==> config.mk <==
export PLATFORM = sky130hd
export DESIGN_NAME = irq_timer_ctrl
export DESIGN_NICKNAME = d
export VERILOG_FILES = /design/src/irq_timer_ctrl.v
export VERILOG_INCLUDE_DIRS = /design/src /design/src/common
export SDC_FILE = /design/constraint.sdc
export NUM_CORES = 1
export LEC_CHECK = 0
export BUFFER_PORTS_ARGS = -buffer_cell sky130_fd_sc_hd__buf_2
export CORE_MARGIN = 3
export CORE_UTILIZATION = 50
export CTS_CLUSTER_SIZE = 16
export DETAILED_ROUTE_END_ITERATION = 12
export PLACE_DENSITY_LB_ADDON = 0.3
export SLEW_MARGIN = 10
export SYNTH_ARGS = -nofsm -noshare
export SYNTH_HDL_FRONTEND = slang
export SYNTH_SLANG_ARGS = --single-unit
==> constraint.sdc <==
create_clock -name mclk -period 7.6 [get_ports mclk]
set_clock_uncertainty 0.1 [all_clocks]
set_input_delay 0.38 -clock mclk [delete_from_list [all_inputs] [get_ports mclk]]
set_output_delay 0.38 -clock mclk [all_outputs]
set_load 0.02 [all_outputs]
==> src/common/irq_timer_map.vh <==
// Offsets, field positions, reset values and vectors for the interrupt and timer block
`ifndef IRQ_TIMER_MAP_VH
`define IRQ_TIMER_MAP_VH
// Register word offsets (byte address = 4 * index)
`define REG_IRQ_CTRL_ZERO 4'h0
`define REG_IRQ_CTRL_ONE 4'h1
`define REG_TIMER_ZERO_CONTROL 4'h2
`define REG_TIMER_ONE_CONTROL 4'h3
`define REG_TIMER_ZERO_PRELOAD 4'h4
`define REG_TIMER_ONE_PRELOAD 4'h5
`define REG_TIMER_ZERO_COUNT 4'h6
`define REG_TIMER_ONE_COUNT 4'h7
`define REG_CORE_STATUS 4'h8
// irq_ctrl_reg_zero fields
`define BIT_GLOBAL_EN 0
`define BIT_EXT_EN 1
`define BIT_T0_EN 2
`define BIT_T1_EN 3
`define BIT_EXT_FLAG 4
`define BIT_T0_FLAG 5
`define BIT_T1_FLAG 6
// irq_ctrl_reg_one fields
`define BIT_RTC_EN 0
`define BIT_MF_EN 1
`define BIT_RTC_FLAG 4
`define BIT_MF_FLAG 5
// Timer control fields
`define BIT_TMR_RUN 4
`define BIT_TMR_EDGE 3
`define BIT_TMR_MODE_HI 7
`define BIT_TMR_MODE_LO 6
`define MODE_EVENT 2'h1
`define MODE_TIMER 2'h2
`define MODE_PULSE 2'h3
// Reset values
`define RST_IRQ_CTRL 8'h00
`define RST_TIMER_CONTROL 8'h00
`define RST_PRELOAD 16'h0000
// Vectors
`define VEC_EXT 12'h004
`define VEC_T0 12'h008
`define VEC_T1 12'h00c
`define VEC_RTC 12'h014
`define VEC_MF 12'h018
// Stack
`define STACK_DEPTH 4'h8
`endif

==> src/irq_timer_ctrl.v <==
// Interrupt controller with a timer/event counter (timer 0), a system-clock timer (timer 1) and an Avalon-MM register slave
// Notes on behaviour
// - Timer mode counts system clock; overflow requests the timer vector.
// - Pulse-width mode counts system clock only while input is at active level.
// - External timer input change is seen only on a following timer clock.
// - Counter clock held off during counter read or preload write.
// - Bit 4 of timer control starts and stops the counter.
// - Overflow sets the timer flag; interrupt only when its enable is set.
// - An overflow whose timer flag is still clear raises wake-up from power-down regardless of enables.
// - Enables and flags live in two interrupt control registers.
// - Global enable low blocks service; flags still get set.
// - Accept pushes next program counter and loads the vector.
// - Return-from-interrupt pops the saved program counter.
// - Service clears the global enable, preventing nesting.
// - Requests during blocking are recorded in their flags.
// - No acknowledge while the stack is full.
// - Requests between two second-phase pulses serve on the later pulse.
// - Fixed priority: external, timer 0, timer 1, real-time clock, multi-function.
// - Falling edge on interrupt pin sets external flag; vector 04H.
// - External flag cleared by hardware on service.
// - Timer 0 vectors 08H, timer 1 0CH; flag cleared on service.
// - Real-time clock vectors 14H; flag cleared on service.
// - Multi-function vectors 18H; flag cleared on service.
// - Flag stays set until serviced or cleared by software.
//
// Chosen here: the register offsets and the Avalon-MM register port.
`timescale 1ns/1ps
`include "irq_timer_map.vh"
`default_nettype none
module irq_timer_ctrl (
  input wire mclk,
  input wire rst_n,
  input wire [5:0] avs_address,
  input wire avs_read,
  input wire avs_write,
  input wire [31:0] avs_writedata,
  input wire [3:0] avs_byteenable,
  output reg [31:0] avs_readdata,
  output reg avs_waitrequest,
  output reg [1:0] avs_response,
  input wire ext_irq_pin_n,
  input wire timer_pin,
  input wire rtc_tick,
  input wire multifunc_event,
  input wire second_phase_clock,
  input wire fetch_ready,
  input wire [11:0] next_pc,
  input wire reti_exec,
  input wire power_down,
  output reg vector_call,
  output reg [11:0] vector_addr,
  output reg [11:0] push_pc,
  output reg resume_call,
  output reg [11:0] resume_pc,
  output reg stack_full,
  output reg wake_up
);
  reg [7:0] irq_ctrl_reg_zero;
  reg [7:0] irq_ctrl_reg_one;
  reg [7:0] timer_zero_control;
  reg [7:0] timer_one_control;
  reg [15:0] preload [0:1];
  reg [15:0] count [0:1];
  reg [11:0] stack [0:7];
  reg [3:0] sp;
  reg [2:0] ext_sync;
  reg [2:0] tpin_sync;
  reg ext_level;
  reg tpin_level;
  reg tpin_seen;
  reg phase_sync0;
  reg phase_sync1;
  reg phase_prev;
  reg [1:0] ovf;
  reg [1:0] inhibit;
  wire [1:0] run;
  wire [1:0] tick;
  wire [1:0] mode0;
  wire ext_fall;
  wire tpin_act;
  wire phase_rise;
  wire [4:0] pending;
  wire do_accept;
  wire do_return;
  wire wr_hit;
  wire rd_hit;
  wire [3:0] idx;
  wire [1:0] count_rd_hit;
  wire [1:0] preload_wr_hit;
  wire ev_edge;
  wire tpin_now_act;
  reg [11:0] next_vec;
  reg [4:0] svc_clear;
  reg [31:0] next_rdata;
  reg next_err;

  assign idx = avs_address[5:2];
  // Writes land on the answer edge, the one edge at which the master surely still holds its data
  assign wr_hit = avs_write && !avs_waitrequest && avs_byteenable[0];
  assign rd_hit = avs_read && avs_waitrequest;
  // Per-timer access strobes, kept outside the loop so each compare stays a plain 4-bit one
  assign count_rd_hit = {rd_hit && idx == `REG_TIMER_ONE_COUNT, rd_hit && idx == `REG_TIMER_ZERO_COUNT};
  assign preload_wr_hit = {wr_hit && idx == `REG_TIMER_ONE_PRELOAD, wr_hit && idx == `REG_TIMER_ZERO_PRELOAD};
  assign mode0 = {timer_zero_control[`BIT_TMR_MODE_HI], timer_zero_control[`BIT_TMR_MODE_LO]};
  assign run = {timer_one_control[`BIT_TMR_RUN], timer_zero_control[`BIT_TMR_RUN]};

  // Pin inputs: three stages, change accepted when stages two and three agree
  always @(posedge mclk or negedge rst_n) begin
    if (!rst_n) begin
      ext_sync <= 3'h7;
      tpin_sync <= 3'h0;
      ext_level <= 1'b1;
      tpin_level <= 1'b0;
      tpin_seen <= 1'b0;
      phase_sync0 <= 1'b0;
      phase_sync1 <= 1'b0;
      phase_prev <= 1'b0;
    end else begin
      ext_sync <= {ext_sync[1:0], ext_irq_pin_n};
      tpin_sync <= {tpin_sync[1:0], timer_pin};
      if (ext_sync[1] == ext_sync[2]) begin
        ext_level <= ext_sync[2];
      end
      if (tpin_sync[1] == tpin_sync[2]) begin
        tpin_level <= tpin_sync[2];
      end
      tpin_seen <= tpin_level;
      phase_sync0 <= second_phase_clock;
      phase_sync1 <= phase_sync0;
      phase_prev <= phase_sync1;
    end
  end

  assign ext_fall = ext_sync[1] == ext_sync[2] && !ext_sync[2] && ext_level;
  // Active level: edge bit low means low pulse is measured
  assign tpin_act = timer_zero_control[`BIT_TMR_EDGE] ? tpin_seen : !tpin_seen;
  assign phase_rise = phase_sync1 && !phase_prev;

  // Event mode counts the active edge of the registered input level
  assign ev_edge = timer_zero_control[`BIT_TMR_EDGE] ? (tpin_seen && !tpin_level) : (!tpin_seen && tpin_level);
  assign tpin_now_act = timer_zero_control[`BIT_TMR_EDGE] ? tpin_level : !tpin_level;
  assign tick[0] = run[0] && !inhibit[0] &&
    ((mode0 == `MODE_TIMER) ||
     (mode0 == `MODE_PULSE && tpin_act) ||
     (mode0 == `MODE_EVENT && ev_edge));
  assign tick[1] = run[1] && !inhibit[1];

  genvar g;
  generate
    for (g = 0; g < 2; g = g + 1) begin : tmr
      always @(posedge mclk or negedge rst_n) begin
        if (!rst_n) begin
          count[g] <= `RST_PRELOAD;
          preload[g] <= `RST_PRELOAD;
          ovf[g] <= 1'b0;
          inhibit[g] <= 1'b0;
        end else begin
          // Hold the clock on the cycle after the access strobe; a count may be lost here
          inhibit[g] <= count_rd_hit[g] || preload_wr_hit[g];
          ovf[g] <= 1'b0;
          if (preload_wr_hit[g]) begin
            preload[g] <= avs_writedata[15:0];
          end
          if (preload_wr_hit[g] && !run[g]) begin
            count[g] <= avs_writedata[15:0];
          end else if (tick[g]) begin
            if (count[g] == 16'hffff) begin
              count[g] <= preload[g];
              ovf[g] <= 1'b1;
            end else begin
              count[g] <= count[g] + 16'h0001;
            end
          end
        end
      end
    end
  endgenerate

  // Enabled requests per source, bit 0 the most urgent
  assign pending = {irq_ctrl_reg_one[`BIT_MF_FLAG] & irq_ctrl_reg_one[`BIT_MF_EN],
                    irq_ctrl_reg_one[`BIT_RTC_FLAG] & irq_ctrl_reg_one[`BIT_RTC_EN],
                    irq_ctrl_reg_zero[`BIT_T1_FLAG] & irq_ctrl_reg_zero[`BIT_T1_EN],
                    irq_ctrl_reg_zero[`BIT_T0_FLAG] & irq_ctrl_reg_zero[`BIT_T0_EN],
                    irq_ctrl_reg_zero[`BIT_EXT_FLAG] & irq_ctrl_reg_zero[`BIT_EXT_EN]};
  // Sampled only at a second-phase pulse, so requests in between wait for it
  assign do_accept = phase_rise && fetch_ready && irq_ctrl_reg_zero[`BIT_GLOBAL_EN] &&
    (pending != 5'h00) && (sp != `STACK_DEPTH);
  assign do_return = reti_exec && (sp != 4'h0) && !do_accept;

  // Fixed priority encoder, lowest bit wins
  always @* begin
    next_vec = `VEC_MF;
    svc_clear = 5'h10;
    if (pending[0]) begin
      next_vec = `VEC_EXT;
      svc_clear = 5'h01;
    end else if (pending[1]) begin
      next_vec = `VEC_T0;
      svc_clear = 5'h02;
    end else if (pending[2]) begin
      next_vec = `VEC_T1;
      svc_clear = 5'h04;
    end else if (pending[3]) begin
      next_vec = `VEC_RTC;
      svc_clear = 5'h08;
    end else begin
      next_vec = `VEC_MF;
      svc_clear = 5'h10;
    end
  end

  // Interrupt control registers; hardware set wins over a software clear
  always @(posedge mclk or negedge rst_n) begin
    if (!rst_n) begin
      irq_ctrl_reg_zero <= `RST_IRQ_CTRL;
      irq_ctrl_reg_one <= `RST_IRQ_CTRL;
      timer_zero_control <= `RST_TIMER_CONTROL;
      timer_one_control <= `RST_TIMER_CONTROL;
    end else begin
      if (wr_hit && idx == `REG_IRQ_CTRL_ZERO) begin
        irq_ctrl_reg_zero <= avs_writedata[7:0] & 8'h7f;
      end
      if (wr_hit && idx == `REG_IRQ_CTRL_ONE) begin
        irq_ctrl_reg_one <= avs_writedata[7:0] & 8'h33;
      end
      if (wr_hit && idx == `REG_TIMER_ZERO_CONTROL) begin
        timer_zero_control <= avs_writedata[7:0];
      end
      if (wr_hit && idx == `REG_TIMER_ONE_CONTROL) begin
        timer_one_control <= avs_writedata[7:0];
      end
      // Single-shot pulse measurement: run bit drops when the input returns
      if (mode0 == `MODE_PULSE && run[0] && tpin_act && !tpin_now_act) begin
        timer_zero_control[`BIT_TMR_RUN] <= 1'b0;
      end
      if (do_accept) begin
        irq_ctrl_reg_zero[`BIT_GLOBAL_EN] <= 1'b0;
        if (svc_clear[0]) irq_ctrl_reg_zero[`BIT_EXT_FLAG] <= 1'b0;
        if (svc_clear[1]) irq_ctrl_reg_zero[`BIT_T0_FLAG] <= 1'b0;
        if (svc_clear[2]) irq_ctrl_reg_zero[`BIT_T1_FLAG] <= 1'b0;
        if (svc_clear[3]) irq_ctrl_reg_one[`BIT_RTC_FLAG] <= 1'b0;
        if (svc_clear[4]) irq_ctrl_reg_one[`BIT_MF_FLAG] <= 1'b0;
      end
      // Events set flags whatever the enables; flags hold until cleared
      if (ext_fall) irq_ctrl_reg_zero[`BIT_EXT_FLAG] <= 1'b1;
      if (ovf[0]) irq_ctrl_reg_zero[`BIT_T0_FLAG] <= 1'b1;
      if (ovf[1]) irq_ctrl_reg_zero[`BIT_T1_FLAG] <= 1'b1;
      if (rtc_tick) irq_ctrl_reg_one[`BIT_RTC_FLAG] <= 1'b1;
      if (multifunc_event) irq_ctrl_reg_one[`BIT_MF_FLAG] <= 1'b1;
    end
  end

  // Program counter stack and sequencer outputs
  // Pointer runs 0 to 8 so a full stack differs from an empty one
  // Stack entries need no reset: each is written before it is read back
  always @(posedge mclk or negedge rst_n) begin
    if (!rst_n) begin
      sp <= 4'h0;
      vector_call <= 1'b0;
      vector_addr <= 12'h000;
      push_pc <= 12'h000;
      resume_call <= 1'b0;
      resume_pc <= 12'h000;
      stack_full <= 1'b0;
      wake_up <= 1'b0;
    end else begin
      vector_call <= do_accept;
      resume_call <= do_return;
      if (do_accept) begin
        stack[sp[2:0]] <= next_pc;
        push_pc <= next_pc;
        vector_addr <= next_vec;
        sp <= sp + 4'h1;
      end else if (do_return) begin
        resume_pc <= stack[sp[2:0] - 3'h1];
        sp <= sp - 4'h1;
      end
      stack_full <= (do_accept ? sp + 4'h1 : (do_return ? sp - 4'h1 : sp)) == `STACK_DEPTH;
      // Wake-up pulses on overflow with no regard to enables
      // A timer whose flag is already set gives no wake-up, so software can mask it before halting
      wake_up <= power_down && ((ovf[0] && !irq_ctrl_reg_zero[`BIT_T0_FLAG]) ||
                                (ovf[1] && !irq_ctrl_reg_zero[`BIT_T1_FLAG]));
    end
  end

  // Avalon slave: one wait cycle, answer on the second cycle
  // Unmapped indexes read as zero and answer with an error
  always @* begin
    next_rdata = 32'h0000_0000;
    next_err = 1'b0;
    case (idx)
      `REG_IRQ_CTRL_ZERO: next_rdata = {24'h000000, irq_ctrl_reg_zero};
      `REG_IRQ_CTRL_ONE: next_rdata = {24'h000000, irq_ctrl_reg_one};
      `REG_TIMER_ZERO_CONTROL: next_rdata = {24'h000000, timer_zero_control};
      `REG_TIMER_ONE_CONTROL: next_rdata = {24'h000000, timer_one_control};
      `REG_TIMER_ZERO_PRELOAD: next_rdata = {16'h0000, preload[0]};
      `REG_TIMER_ONE_PRELOAD: next_rdata = {16'h0000, preload[1]};
      `REG_TIMER_ZERO_COUNT: next_rdata = {16'h0000, count[0]};
      `REG_TIMER_ONE_COUNT: next_rdata = {16'h0000, count[1]};
      `REG_CORE_STATUS: next_rdata = {27'h0000000, stack_full, sp};
      default: next_err = 1'b1;
    endcase
  end

  always @(posedge mclk or negedge rst_n) begin
    if (!rst_n) begin
      avs_waitrequest <= 1'b1;
      avs_readdata <= 32'h0000_0000;
      avs_response <= 2'h0;
    end else begin
      if ((avs_read || avs_write) && avs_waitrequest) begin
        avs_waitrequest <= 1'b0;
        avs_readdata <= avs_read ? next_rdata : 32'h0000_0000;
        avs_response <= next_err ? 2'h3 : 2'h0;
      end else begin
        avs_waitrequest <= 1'b1;
      end
    end
  end
endmodule // irq_timer_ctrl
`default_nettype wire

=== Word-level counts from Yosys, hierarchy flattened ===
Memory sizes are Yosys's and may differ from the RTL's. A register that Yosys moved wholly into a read port is not among the register bits.
Cells that the tools add are included.

* Latch bits: 0
* Bits of input ports: 66
* Memories kept: 1
* Bits in registers: 174
* Memory bits (read-only): 0
* RAM bits: 96

* Div/mod/pow operators: 0
* Shift-type cells: 0
* Magnitude comparators: 0
* Add/sub/neg operators: 5
* $mul: 0
* Reductions and logical operators: 66
* Eq/ne operators: 17
* Muxes and demuxes: 48
* Bitwise operators: 6

{| class="wikitable"
|+ Memory list
! memory !! words !! bits a word !! rd ports !! clocked after Yosys merged registers in !! write ports !! RTL line !! RTL
|-
| stack || 8 || 12 || 1 || 1 || 1 || irq_timer_ctrl.v:64 || <nowiki>reg [11:0] stack [0:7];</nowiki>
|}

{| class="wikitable"
|+ Operator list
! kind !! count
|-
| $pmux W16 S9 || 1
|-
| $mux W16 || 6
|-
| $mux W5 || 8
|-
| $logic_and A1 B1 Y1 || 37
|-
| $add A16 B1 Y16 const B || 2
|-
| $eq A16 B16 Y1 const B || 2
|-
| $mux W32 || 1
|-
| $mux W1 || 24
|-
| $eq A4 B3 Y1 const B || 4
|-
| $logic_not A1 Y1 || 14
|-
| $mux W4 || 3
|-
| $reduce_or A9 Y1 || 1
|-
| $eq A4 B2 Y1 const B || 2
|-
| $eq A4 B4 Y1 const B || 2
|-
| $reduce_bool A2 Y1 || 4
|-
| $mux W7 || 1
|-
| $logic_or A1 B1 Y1 || 6
|-
| $mux W6 || 1
|-
| $and A1 B1 Y1 || 5
|-
| $reduce_bool A5 Y1 || 1
|-
| $add A4 B1 Y4 const B || 1
|-
| $eq A2 B2 Y1 const B || 2
|-
| $eq A4 B1 Y1 const B || 1
|-
| $logic_not A4 Y1 || 1
|-
| 10 further kinds || 12
|}

=== Logic depth before layout (Yosys ltp) ===
* Depth after elaboration: 11
* Mapped depth: 12
* Gate-level depth less buffers: 7

=== Least setup slack after synthesis ===
No wires, ideal clock.

* Path kind: register to register
* Start point: register sp[0]
* End point: memory stack[0][0] (enable)
* Setup time: 396 ps
* Path buffers: 4
* Period minus slack after synthesis: 3727 ps
* Required time: 7104 ps
* Stages on the path, launching flop included: 12
* Arrival time: 3230 ps
* Setup slack: 3873 ps
* Cells stage by stage: dfrtp_1 > clkbuf_1 > clkbuf_1 > inv_1 > ha_1 > and3b_1 > a211o_1 > buf_2 > inv_1 > buf_2 > nand3_1 > nor3_1

* Longest elaborated chain between the ends: 5

{| class="wikitable"
|+ RTL lines
! element !! RTL line !! RTL
|-
| start, declared || irq_timer_ctrl.v:65 || <nowiki>reg [3:0] sp;</nowiki>
|-
| start signal, assigned || irq_timer_ctrl.v:273 || <nowiki>sp <= sp + 4'h1;</nowiki>
|-
| start signal, assigned || irq_timer_ctrl.v:276 || <nowiki>sp <= sp - 4'h1;</nowiki>
|-
| $ne A4 B4 Y1 (no source line) || - ||
|-
| $logic_and A1 B1 Y1 || irq_timer_ctrl.v:186 || <nowiki>assign do_accept = phase_rise && fetch_ready && irq_ctrl_reg_zero[`BIT_GLOBAL_EN] &&</nowiki>
|-
| $mux W1 || irq_timer_ctrl.v:269 || <nowiki>if (do_accept) begin</nowiki>
|-
| $logic_and A1 B1 Y1 (implied by the code) || irq_timer_ctrl.v:270 || <nowiki>stack[sp[2:0]] <= next_pc;</nowiki>
|-
| $mux W1 (implied by the code) || irq_timer_ctrl.v:270 ||
|-
| end, declared || irq_timer_ctrl.v:64 ||
|}

Several ways; a longest one is shown, not always the timed one.

=== Worst setup path in the final report ===
* Start point: register sp[0]
* End point: memory stack[1][6] (enable)

Same word-level chain as after synthesis.

==> summary.md <==
| Metric | Value |
|---|---|
| All-layer global routing usage | `21.7%` |
| Relative contribution of sequential cells to total power | `45.2%` |
| Core region area | `22,800 µm²` |
| Sequential area share after synthesis | `58.8%` |
| Maximum number of pins on one net before global-route repair | `89` |
| Signed area change from the synthesized netlist to the final layout | `13.6%` |
| Number of antenna violations at the first check in global routing | `2` |
| TritonCTS clock tree | `built` |
| Data arrival time of the critical path | `4.68 ns` |
| Dominant combinational cell family by area after synthesis | `multiplexers` |
| Fraction of final layout cells sized beyond drive strength 1 | `23.2%` |
| Post-synthesis cell type with the largest combined area | `sky130_fd_sc_hd__dfrtp_1` |
| Critical path type | `flop to flop` |
| Number of enable flip-flop cells after synthesis | `96` |
| Area contributors post-synth | `sky130_fd_sc_hd__dfrtp_1, sky130_fd_sc_hd__edfxtp_1, sky130_fd_sc_hd__mux2_2, sky130_fd_sc_hd__mux4_2, sky130_fd_sc_hd__nand2_1` |
| Ports | `141` |
| Yosys synthesis warning count | `0` |
| Launching instance or port of the critical path | `sp[0]$_DFF_PN0_` |
| Cell Int Power | `2.87 mW` |
| Library cell used as clock root buffer | `sky130_fd_sc_hd__clkbuf_16` |
| Most numerous cell types in the synthesized netlist | `sky130_fd_sc_hd__dfrtp_1, sky130_fd_sc_hd__nand2_1, sky130_fd_sc_hd__edfxtp_1` |
| Hold Path Stages | `3` |
| Gate Count Post-Synth | `935` |
| Reg2reg path depth | `7` |
| Number of DRC violations after detailed routing | `0` |
| Net switching power | `1.36 mW` |
| Worst setup slack for register-to-register paths | `2.96 ns` |
| Share of cell area taken by muxes after synthesis | `12.2%` |
| Worst Hold Endpoint | `count[12]$_DFFE_PN0P_` |
| Max Transition Viols Final | `0` |
| Final hold violations | `0` |
| Nets | `1,095` |
| Maximum vdd ir drop | `0.194 mV` |
| Clock Path Buffers | `3` |
| Clock tree sinks | `256` |
| Element type at the critical path start | `flop` |
| Die ar. | `25,300 µm²` |
| Synthesized-area fraction occupied by and/or/nand/nor cells | `11.1%` |
| Leak pwr | `5.58 nW` |
| Quantity of I/O buffers inserted on ports | `94` |
| Number of buffers created by CTS | `27` |
| Total via count in the routed design | `7,919` |
| Avg Cell Area, Syn | `12.5 µm²` |
| Launch point of the worst hold path | `avs_writedata[12]` |
| Cell breakdown of the critical path | `inv_1 > ha_1 > and3b_1 > a211o_1 > inv_1 > nand3_1 > nor3_2` |
| Slowest cell on the critical path | `sky130_fd_sc_hd__dfrtp_2` |
| Slew @ Worst Pin | `1.23 ns` |
| Final Critical Period | `4.64 ns` |
| FMAX | `215 MHz` |
| Fraction of power spent switching nets | `32.2%` |
| Endpoint required time on the critical path | `7.63 ns` |
| Post-route antenna net violation count | `0` |
| Largest stage delay on the critical path | `1.05 ns` |
| Total Routed Length | `27,900 µm` |
| Placer Congestion | `0.893` |
| Hold WC Path Type | `input pin to flop` |
| H-tree depth reported by CTS | `1` |
| Crit path max fanout | `35` |
| Post_cts resized | `0` |
| Adder and majority cell fraction of the synthesized area | `0.619%` |
| Number of global-route vias before repair | `7,708` |
| Clock latency on the worst-skew pair | `0.53 ns` |
| Width of the die | `159 µm` |
| Post-synthesis sequential element count | `256` |
| Overflow left after global routing | `0` |
| Endpoint kind of the worst setup timing path | `flop` |
| Proportion of synthesized flip-flops having asynchronous set or reset | `62.5%` |
| Critical Path Most Common Cell | `sky130_fd_sc_hd__inv_1` |
| Final critical-path share of the clock period | `61.1%` |
| Leading cell type by number of instances after synthesis | `sky130_fd_sc_hd__dfrtp_1` |
| End of the worst register-to-register path | `stack[1][6]$_DFFE_PP_` |
| Drt first-iter violations | `820` |
| Clock transition time at the flip-flop clock pins of the worst setup and hold paths | `0.06 ns` |
| Status | `complete, no violations` |
| Height of the die | `159 µm` |
| RSZ-0062 raised after global routing | `false` |
| WL per Instance | `20.5 µm` |
| Sum of net half-perimeters after detailed placement | `18,700 µm` |
| Synth Area in XOR/XNOR | `1.35%` |
| Post-Synthesis Cell Area | `11,700 µm²` |
| Post-layout utilization of the core | `58.2%` |
| Final number of setup-violating endpoints | `0` |
| Post-synthesis compound-gate area fraction | `11.9%` |
| Number of max-cap violations | `0` |
| Length of the first detailed-routing pass in iterations | `5` |
| Reg-to-reg startpoint | `sp[0]$_DFF_PN0_` |
| Via-per-instance ratio | `5.84` |
| Synth unique cells | `72` |
| Normalized max-slew margin | `18.0%` |
| Portion of synthesized cell area occupied by the leading cell type | `33.1%` |
| Initial standard-cell utilization of the core | `51.3%` |
| Final setup TNS | `0 ns` |
| Clock Power Share | `30.3%` |
| Share of power burned in combinational logic | `24.5%` |
| Power per cell area | `318 nW/µm²` |
| First-pass GRT wire length | `44,300 µm` |
| Placement row count | `55` |
| Total of fill cells in the finished design | `1,911` |
| Leading register cell type out of synthesis | `sky130_fd_sc_hd__dfrtp_1` |
[layer usage]
metal  share of wire [%]  global-route usage, %  up-vias
li1                    -                      -     3645
met1                  43                   30.9     3969
met2                  49                   35.7      257
met3                 5.5                   2.84       46
met4                 2.1                   5.89        2
met5               0.047                      0        -
[sequential cells by signal, indices dropped and copies added (netlist names), 2 cells and up]
register,cells
stack,96
count,32
preload,32
avs_readdata,16
push_pc,12
resume_pc,12
timer_one_control,8
timer_zero_control,8
irq_ctrl_reg_zero,7
irq_ctrl_reg_one,4
sp,4
ext_sync,3
tpin_sync,3
vector_addr,3
inhibit,2
ovf,2
[cell usage in the layout, fill, tap and decap left out, types with 7 or more instances in the layout]
master,n
sky130_fd_sc_hd__dfrtp_1,154
sky130_fd_sc_hd__nand2_1,115
sky130_fd_sc_hd__edfxtp_1,96
sky130_fd_sc_hd__buf_2,93
sky130_fd_sc_hd__mux2_2,50
sky130_fd_sc_hd__o21ai_0,38
sky130_fd_sc_hd__nand3_1,31
sky130_fd_sc_hd__mux2i_1,31
sky130_fd_sc_hd__clkbuf_16,27
sky130_fd_sc_hd__conb_1,25
sky130_fd_sc_hd__a22oi_1,24
sky130_fd_sc_hd__mux4_2,24
sky130_fd_sc_hd__a21oi_1,23
sky130_fd_sc_hd__o21ai_1,22
sky130_fd_sc_hd__nor2_1,19
sky130_fd_sc_hd__inv_1,18
sky130_fd_sc_hd__nor3_1,18
sky130_fd_sc_hd__xnor2_1,13
sky130_fd_sc_hd__a22o_1,12
sky130_fd_sc_hd__a221oi_1,11
sky130_fd_sc_hd__nand3b_1,10
sky130_fd_sc_hd__a21o_1,9
sky130_fd_sc_hd__a31oi_1,9
sky130_fd_sc_hd__buf_4,9
sky130_fd_sc_hd__o211ai_1,8
sky130_fd_sc_hd__and3_1,7
sky130_fd_sc_hd__dlygate4sd3_1,7
[power groups by stage]
stage          Sequential (mW)  Clock (mW)  Combinational [mW]
5_1_grt                   1.95        1.36                1.13
3_3_place_gp              1.93           0                1.01
2_1_floorplan             1.87           0               0.773
3_5_place_dp              1.93           0                1.03
4_1_cts                   1.91        1.31                1.04
6_report                  1.92        1.28                1.04
[worst max-delay path by stage]
stage                              to  slack [ns]
2_1_floorplan   stack[0][0]$_DFFE_PP_        3.87
3_3_place_gp   stack[1][11]$_DFFE_PP_        2.97
3_5_place_dp    stack[4][2]$_DFFE_PP_        2.80
4_1_cts         stack[4][6]$_DFFE_PP_        2.78
5_1_grt         stack[1][6]$_DFFE_PP_        2.52
6_report        stack[1][6]$_DFFE_PP_        2.96
[per-stage QoR]
stage	hold slack (ns)	std cells	instance area [µm²]	worst slack [ns]	power, mW
floorplan	-0.0156	959	11800	3.87	2.64
global placement	0.237	1301	12400	2.97	2.94
detailed placement	0.238	1301	12400	2.80	2.97
CTS	0.0111	1355	13300	2.78	4.26
global route	0.0382	1356	13300	2.52	4.45
finish	0.0261	1356	13300	2.96	4.23
[worst max-delay path: cells and delay by family (launching register included)]
family,cells,cell delay (ns)
buffers and inverters,2,0.92
AOI/OAI and AO/OA,1,0.28
adders and majority gates,1,0.40
DFF,1,1.05
and+or+nand+nor,3,1.50
[cell type report]
class                      count  area (µm²)  area share [%]
clock buffer                  36         749            5.63
tap                          313         392            2.94
inverter                      18        67.6           0.508
clock inverter                11         111           0.837
timing repair buffer         110         614            4.62
antenna                        1        2.50          0.0188
sequential                   256        6890            51.8
multi-input combinational    611        4480            33.6
[cell families (layout without fill, tap and decap cells)]
logic type / count (synthesis) / after routing
xor gates and xnor gates: 18 / 18
AOI/OAI and AO/OA: 203 / 203
muxes: 106 / 106
adders and majority gates: 6 / 6
buffers and inverters: 92 / 175
DFF: 256 / 256
other: 1 / 26
and+or+nand+nor: 253 / 253
[what timing repair did]
action	in CTS	in global routing
hold buffers	7	0
setup buffers	0	0
hold endpoints to repair	90	0
Note: power is estimated with default switching activity, not from simulation.
